<file path="src/rtl/amp_ctrl_pkg.sv">
// package with constants, states and timing counts for the amplifier mode controller
// Summary of operation
// - overvoltage forces outputs high impedance, pulls fault line low, updates fault status
// - when supply returns to range after overvoltage, restart and release fault line
// - power above selected limit makes limiter reduce gain until power is below limit or maximum attenuation is reached
// - limiter changes gain in small fixed steps at fixed attack and release intervals in play, jumping back to default when play ends
// - attack from default to attenuated gain takes about 55 ms
// - release from attenuated back to default gain takes about 1.5 s
// - fault line asserts low whenever overvoltage or undervoltage forces outputs high impedance, not for a shorted load in diagnostics
// - shutdown input low gives full shutdown: outputs off, oscillator and bus stopped
// - switching frequency is 400 kHz or 500 kHz per the frequency setting
// - spread spectrum varies the switching period cycle to cycle around centre
// - play switches outputs; diagnostic and fault states keep oscillator and bus active
// - shorted load seen by diagnostics holds outputs off and reruns the test
// - load diagnostics run on leaving shutdown and after every second overvoltage event
// - undervoltage forces outputs off, asserts fault line, resets bus register contents
package amp_ctrl_pkg;
  localparam int unsigned clk_hz = 50000000;
  localparam int unsigned fsw_low_hz = 400000;
  localparam int unsigned fsw_high_hz = 500000;
  localparam int unsigned per_low = clk_hz / fsw_low_hz;
  localparam int unsigned per_high = clk_hz / fsw_high_hz;
  localparam int unsigned attack_us = 55000;
  localparam int unsigned release_us = 1500000;
  localparam int unsigned diag_us = 260000;
  localparam int unsigned gain_steps = 32;
  localparam int unsigned attack_step_cyc = attack_us / gain_steps * (clk_hz / 1000000);
  localparam int unsigned release_step_cyc = release_us / gain_steps * (clk_hz / 1000000);
  localparam int unsigned diag_cyc = diag_us * (clk_hz / 1000000);
  localparam logic [5:0] gain_default = 6'h00;
  localparam logic [5:0] gain_max_atten = 6'h20;
  localparam logic [3:0] ss_seed = 4'h9;
  typedef enum logic [1:0] {st_shutdown, st_diag, st_fault, st_play} amp_state_t;
endpackage

</file>
<file path="src/rtl/gain_stepper.sv">
// stepped gain limiter with separate attack and release intervals
`timescale 1ns/1ns
module gain_stepper #(
  parameter int unsigned attack_cyc = amp_ctrl_pkg::attack_step_cyc,
  parameter int unsigned release_cyc = amp_ctrl_pkg::release_step_cyc
) (
  // clock and reset
  input wire logic sys_clk,
  input wire logic rstn,
  // control
  input wire logic run,
  input wire logic over_limit,
  // gain out
  output logic [5:0] atten
);
  logic [26:0] tick;
  logic [26:0] next_tick;
  logic [5:0] next_atten;
  always_comb begin
    next_tick = tick + 27'h1;
    next_atten = atten;
    if (!run) begin
      next_tick = 27'h0;
      next_atten = amp_ctrl_pkg::gain_default;
    end else if (over_limit) begin
      if (tick >= 27'(attack_cyc - 1)) begin
        next_tick = 27'h0;
        if (atten < amp_ctrl_pkg::gain_max_atten) next_atten = atten + 6'h1;
      end
    end else if (tick >= 27'(release_cyc - 1)) begin
      next_tick = 27'h0;
      if (atten != amp_ctrl_pkg::gain_default) next_atten = atten - 6'h1;
    end
  end
  always_ff @(posedge sys_clk) begin
    if (!rstn) begin
      tick <= 27'h0;
      atten <= amp_ctrl_pkg::gain_default;
    end else begin
      tick <= next_tick;
      atten <= next_atten;
    end
  end
endmodule // gain_stepper

</file>
<file path="src/rtl/amp_fault_mode_controller.sv">
// mode, protection, limiter and switching clock control for the amplifier
`timescale 1ns/1ns
module amp_fault_mode_controller #(
  parameter int unsigned attack_cyc = amp_ctrl_pkg::attack_step_cyc,
  parameter int unsigned release_cyc = amp_ctrl_pkg::release_step_cyc,
  parameter int unsigned diag_cyc = amp_ctrl_pkg::diag_cyc
) (
  // clock and reset
  input wire logic sys_clk,
  input wire logic rstn,
  // pins from outside
  input wire logic shutdown_request_n,
  input wire logic supply_overvoltage,
  input wire logic supply_undervoltage,
  input wire logic load_short,
  input wire logic power_over_limit,
  // settings from the control registers
  input wire logic freq_sel_high,
  input wire logic spread_en,
  input wire logic diag_en,
  // fault line, open drain
  output logic fault_alert_n_out,
  output logic fault_alert_n_oe,
  // output stage and status
  output logic outputs_hiz,
  output logic outputs_switch,
  output logic diag_bias,
  output logic osc_run,
  output logic bus_active,
  output logic regs_reset,
  output logic pwm_tick,
  output logic [5:0] gain_atten,
  output logic [2:0] fault_status,
  output logic [1:0] state_code
);
  logic [1:0] sd_s;
  logic [1:0] ov_s;
  logic [1:0] uv_s;
  logic [1:0] sh_s;
  logic [1:0] pl_s;
  logic sd_n;
  logic ov;
  logic uv;
  logic shrt;
  logic over;
  assign sd_n = sd_s[1];
  assign ov = ov_s[1];
  assign uv = uv_s[1];
  assign shrt = sh_s[1];
  assign over = pl_s[1];

  amp_ctrl_pkg::amp_state_t state;
  amp_ctrl_pkg::amp_state_t next_state;
  logic ov_prev;
  logic next_ov_prev;
  logic ov_parity;
  logic next_ov_parity;
  logic need_diag;
  logic next_need_diag;
  logic [24:0] dcnt;
  logic [24:0] next_dcnt;
  logic [2:0] next_fault_status;
  logic fault_now;

  assign fault_now = ov | uv;

  always_comb begin
    next_state = state;
    next_ov_prev = ov;
    next_ov_parity = ov_parity;
    next_need_diag = need_diag;
    next_dcnt = 25'h0;
    next_fault_status = fault_status;
    if (ov && !ov_prev) begin
      next_ov_parity = ~ov_parity;
      if (ov_parity) next_need_diag = 1'b1;
    end
    if (ov) next_fault_status[0] = 1'b1;
    if (uv) next_fault_status[1] = 1'b1;
    if (!sd_n) begin
      next_state = amp_ctrl_pkg::st_shutdown;
    end else begin
      unique case (state)
        amp_ctrl_pkg::st_shutdown: begin
          next_state = diag_en ? amp_ctrl_pkg::st_diag : amp_ctrl_pkg::st_play;
        end
        amp_ctrl_pkg::st_diag: begin
          next_dcnt = dcnt + 25'h1;
          if (fault_now) begin
            next_state = amp_ctrl_pkg::st_fault;
          end else if (dcnt >= 25'(diag_cyc - 1)) begin
            next_dcnt = 25'h0;
            if (shrt) begin
              next_fault_status[2] = 1'b1;
            end else begin
              next_state = amp_ctrl_pkg::st_play;
              next_need_diag = 1'b0;
            end
          end
        end
        amp_ctrl_pkg::st_fault: begin
          if (!fault_now) begin
            next_state = (need_diag && diag_en) ? amp_ctrl_pkg::st_diag : amp_ctrl_pkg::st_play;
            next_need_diag = 1'b0;
          end
        end
        amp_ctrl_pkg::st_play: begin
          if (fault_now) next_state = amp_ctrl_pkg::st_fault;
        end
      endcase
    end
  end

  always_ff @(posedge sys_clk) begin
    if (!rstn) begin
      sd_s <= 2'h0;
      ov_s <= 2'h0;
      uv_s <= 2'h0;
      sh_s <= 2'h0;
      pl_s <= 2'h0;
      state <= amp_ctrl_pkg::st_shutdown;
      ov_prev <= 1'b0;
      ov_parity <= 1'b0;
      need_diag <= 1'b0;
      dcnt <= 25'h0;
      fault_status <= 3'h0;
    end else begin
      sd_s <= {sd_s[0], shutdown_request_n};
      ov_s <= {ov_s[0], supply_overvoltage};
      uv_s <= {uv_s[0], supply_undervoltage};
      sh_s <= {sh_s[0], load_short};
      pl_s <= {pl_s[0], power_over_limit};
      state <= next_state;
      ov_prev <= next_ov_prev;
      ov_parity <= next_ov_parity;
      need_diag <= next_need_diag;
      dcnt <= next_dcnt;
      fault_status <= (uv || !sd_n) ? {1'b0, uv, 1'b0} : next_fault_status;
    end
  end

  // mode outputs
  assign outputs_hiz = (state != amp_ctrl_pkg::st_play);
  assign outputs_switch = (state == amp_ctrl_pkg::st_play);
  assign diag_bias = (state == amp_ctrl_pkg::st_diag);
  assign osc_run = (state != amp_ctrl_pkg::st_shutdown);
  assign bus_active = (state != amp_ctrl_pkg::st_shutdown);
  assign regs_reset = uv;
  assign fault_alert_n_out = 1'b0;
  assign fault_alert_n_oe = (state == amp_ctrl_pkg::st_fault) && fault_now;
  assign state_code = state[1:0];

  // gain limiter
  gain_stepper #(
    .attack_cyc(attack_cyc),
    .release_cyc(release_cyc)
  ) u_gain (
    .sys_clk(sys_clk),
    .rstn(rstn),
    .run(outputs_switch),
    .over_limit(over),
    .atten(gain_atten)
  );

  // switching clock with optional spread
  logic [7:0] pcnt;
  logic [7:0] next_pcnt;
  logic [3:0] lfsr;
  logic [3:0] next_lfsr;
  logic [7:0] period;
  logic next_pwm_tick;
  always_comb begin
    period = freq_sel_high ? 8'(amp_ctrl_pkg::per_high) : 8'(amp_ctrl_pkg::per_low);
    if (spread_en) period = period - 8'h8 + {4'h0, lfsr};
    next_pcnt = pcnt + 8'h1;
    next_lfsr = lfsr;
    next_pwm_tick = 1'b0;
    if (!osc_run) begin
      next_pcnt = 8'h0;
    end else if (pcnt >= period - 8'h1) begin
      next_pcnt = 8'h0;
      next_pwm_tick = 1'b1;
      next_lfsr = {lfsr[2:0], lfsr[3] ^ lfsr[2]};
    end
  end
  always_ff @(posedge sys_clk) begin
    if (!rstn) begin
      pcnt <= 8'h0;
      lfsr <= amp_ctrl_pkg::ss_seed;
      pwm_tick <= 1'b0;
    end else begin
      pcnt <= next_pcnt;
      lfsr <= next_lfsr;
      pwm_tick <= next_pwm_tick;
    end
  end
endmodule // amp_fault_mode_controller

</file>
<file path="config.mk">
export PLATFORM = sky130hd
export DESIGN_NAME = amp_fault_mode_controller
export DESIGN_NICKNAME = d
export VERILOG_FILES = /design/src/rtl/amp_ctrl_pkg.sv /design/src/rtl/gain_stepper.sv /design/src/rtl/amp_fault_mode_controller.sv
export SDC_FILE = /design/constraint.sdc
export NUM_CORES = 1
export LEC_CHECK = 0
export ABC_AREA = 1
export BUFFER_PORTS_ARGS = -buffer_cell sky130_fd_sc_hd__buf_2
export CAP_MARGIN = 15
export CORE_ASPECT_RATIO = 0.9
export CORE_MARGIN = 5
export CORE_UTILIZATION = 40
export CTS_CLUSTER_SIZE = 20
export DETAILED_ROUTE_END_ITERATION = 6
export PLACE_DENSITY_LB_ADDON = 0.12
export SLEW_MARGIN = 20
export SYNTH_ARGS = -nofsm -noshare
export SYNTH_HDL_FRONTEND = slang
export SYNTH_SLANG_ARGS = --single-unit
export TNS_END_PERCENT = 20
</file>
<file path="constraint.sdc">
create_clock -name sys_clk -period 7 [get_ports sys_clk]
set_clock_uncertainty 0.15 [all_clocks]
set_input_delay 0.35 -clock sys_clk [delete_from_list [all_inputs] [get_ports sys_clk]]
set_output_delay 0.35 -clock sys_clk [all_outputs]
set_load 0.05 [all_outputs]
</file>
==> summary.md <==
| Metric | Value |
|---|---|
| Syn avg cell area | 6.94 µm² |
| Initial antenna violation count | 0 |
| Leakage | roughly 2.5 nW |
| Nets | 815 |
| Drt via density | roughly 4.6 |
| Max Clk Rate | 304 MHz |
| CTS Buf Count | 9 |
| Gp weighted congestion | 0.860 |
| H-Tree Depth | 3 |
| Residual DRC | 0 |
| Top cell by count, worst path | nor2_1 |
| Tcrit/Tclk final | 0.470 |
| Max_cap viols | 0 |
| Global-route wire length before repair | 18700 µm |
| Arr. time, crit path | ~3.4 ns |
| Max Root-Sink Buffers | 2 |
| Mapped cell area | 0.00515 mm² |
| Final worst setup slack | 3.71 ns |
| Share of layout cells above drive strength 1 | 0.121 |
| Post_cts resized | 0 |
| Relative slew slack | 0.475 |
| Fin. max-slew vios | 0 |
| # rows | 39 |
| Vias in the first global route | about 4100 |
| Dpl cell area | 0.00543 mm² |
| Cells after synthesis | 742 |
| DIE WIDTH | 130 µm |
| Reg2Reg Depth | 16 |
| Cell taking the most area after synthesis | dfxtp_1 |
| Final Hold Fails | 0 |
| Async set-reset flop share out of synthesis | 0 |
| Buffers plus inverters on the worst setup path | 0 |
| Finish-stage setup viols | 0 |
| Height of the die | 118 µm |
| Root buffer cell | clkbuf_16 |
| Peak supply drop | 149 µV |
| Synth-to-Final Area Change | 11.0% |
| TritonCTS Sinks | 89 |
| Grt total ovfl | 0 |
| Most frequent cell after synthesis | nand2_1 |
| Via count | 4369 |
| Reg2Reg Launch Point | lfsr[2]$_SDFFE_PN0P_ |
| Hold Crit Class | in -> reg |
| Post-synth EDFFs | 0 |
| Number of port buffers | 28 |
| DP HPWL | 8090 µm |
| Top post-synthesis cells by area | dfxtp_1 (35%), nand2_1 (11%), nor2_1 (9.5%) |
| Pwr/cell area | 179 mW/mm² |
| Initial core utilization | 0.408 |
| Layout Cells excl Fill | 943 |
| RSZ-0062 raised after global routing | no |
| Met3 Track Usage GR | 0.0472 |
| Fillers | roughly 1300 |
| Ys Warns | 0 |
| Dpl cells | 927 |
| Most frequent cells after synthesis | nand2_1 (150), nor2_1 (131), inv_1 (107), dfxtp_1 (89), nand3_1 (41) |
| Yosys cell types | 39 |
| Postcts setup bufs | 0 |
| Worst path slowest cell | fa_1 |
| Pin count of the biggest net entering global routing | 24 |
| Top-level I/O count | 30 |
| Final WL | 10500 µm |
| Met2 GRT Util | 0.214 |
| Status | completed |
| Hold buffer count at CTS | 0 |
| Hold worst-path end | uv_s[0]$_SDFF_PN0_ |
| Diode count | 0 |
| Design area | about 0.0057 mm² |
| Routed len/inst | 11.1 µm |
| Pre-CTS setup slack | ~3.4 ns |
| Worst path max stage delay | 0.48 ns |
| Worst Path Class, Setup | reg -> reg |
| Setup TNS | 0 ns |
| Worst skew pair latency | 0.34 ns |
| R2r endpoint | pcnt[5]$_SDFF_PP0_ |
| GRT Total Usage | 0.147 |
| Reg2reg setup slack | 3.71 ns |
| CTS tree | done |
| Share of the yosys chip area belonging to registers | 0.346 |
| Drt first pass iters | 4 |
| Worst-path cell chain | fa_1 -> xnor2_1 -> o21ai_0 -> nor2_1 -> nand2_1 -> nor2_1 -> nand2_1 -> xor2_1 -> ha_1 -> nand2_1 -> nor2_1 -> nand4_1 -> o2111ai_1 -> nor2_1 -> nand2_1 -> nor2_1 |
| Post-synth top area share | 0.346 |
| Worst Tran Pin Value | 0.786 ns |
| GR peak layer | met2 |
| Die ar. | 0.0153 mm² |
| Hold depth | 3 |
| Synthesis-stage register bit count | about 90 |
| Core ar. | 0.0126 mm² |
| Worst setup EP type | flip-flop |
| CP Max Fanout | 8 |
| Antenna violation net count after detailed routing | 0 |
| Top delay family on crit path | simple AND/OR/NAND/NOR gates |
| Hold slack | 0.0339 ns |
| Starting DRC count in detailed routing | around 240 |
| Met1 usage | 0.212 |
| CTS clock-pin slew for the worst setup and hold paths | ~0.070 ns |
| Tmin final | 3.29 ns |
| WP data required | a little over 7 ns |
| Top_reg_cell synth | dfxtp_1 |
| CP startpoint | lfsr[2]$_SDFFE_PN0P_ |
| Hold Startpoint | supply_undervoltage |
| Startpoint types | flip-flop |
## placed cells by master, fill, tap and decap left out, types with 10 or more instances in the layout
cell / n
nor3_1: 20
nor2_1: 131
inv_1: 107
xor2_1: 27
nand3_1: 41
a21oi_1: 22
buf_2: 28
o21ai_0: 17
nor2_2: 11
nand2_1: 150
nand4_1: 18
dfxtp_1: 89
nand2_2: 10
ha_1: 29
## worst max path at each step
stage / end / slack, ns / cells after the start
2_1_floorplan: lfsr[2]$_SDFFE_PN0P_ / 4.04 / 20
3_3_place_gp: pcnt[7]$_SDFF_PP0_ / 3.57 / 16
3_5_place_dp: pcnt[5]$_SDFF_PP0_ / 3.41 / 20
4_1_cts: pcnt[1]$_SDFF_PP0_ / 3.63 / 16
5_1_grt: pcnt[7]$_SDFF_PP0_ / 3.36 / 16
6_report: pcnt[5]$_SDFF_PP0_ / 3.71 / 16
## report_power, final
part | total [mW] | switching (mW) | leakage [nW] | internal, mW
clock network | 0.463 | 0.216 | 0.140 | 0.247
logic | 0.0450 | 0.0303 | 1.64 | 0.0148
registers | 0.515 | 0.00297 | 0.721 | 0.512
## registers in the layout, indices dropped and copies added (netlist names)
name / cells
ov_prev: 1
ov_parity: 1
u_gain.atten: 6
dcnt: 25
state_code: 2
pcnt: 8
need_diag: 1
pwm_tick: 1
sh_s: 2
pl_s: 2
uv_s: 2
lfsr: 4
fault_status: 3
sd_s: 2
ov_s: 2
u_gain.tick: 27
## cell families after synthesis
| logic type | Yosys count | share of synthesized area |
|---|---|---|
| and+or+nand+nor | 410 | 0.363 |
| buffers and inverters | 128 | 0.101 |
| DFF | 89 | 0.346 |
| AOI/OAI and AO/OA | 47 | 0.0498 |
| xor gates and xnor gates | 36 | 0.0612 |
| adders and majority gates | 31 | 0.0782 |
| other | 1 | 0.000728 |
## metrics by stage
stage                     utilization  power (mW)
after floorplan                     -       0.561
after global placement          0.430       0.571
after detailed placement        0.430       0.571
after CTS                       0.452        1.04
after global routing            0.452        1.07
final                           0.452        1.02
## area by class of cell
cell class / instances / area, µm² / share of cell area
clock inverters: 7 / 63.8 / 0.0112
flip-flops and latches: 89 / 1780 / 0.312
clock buffers: 9 / 225 / 0.0394
inverters: 116 / 435 / 0.0761
repair buffers: 28 / 140 / 0.0245
well taps: 164 / 205 / 0.0359
multi-input cells: 530 / 2870 / 0.501
## worst min-delay path: stages
cell	delay [ns]
buf_2	0.07
nand2_1	0.04
inv_1	0.04
## layer usage
metal	vias to the layer above	routed length, µm	part of all wire
li1	2378	-	-
met1	1927	5590	0.53
met2	59	4380	0.42
met3	5	398	0.038
met4	0	97	0.0093
met5	-	0	0
Power figures use the tool's default switching activity.
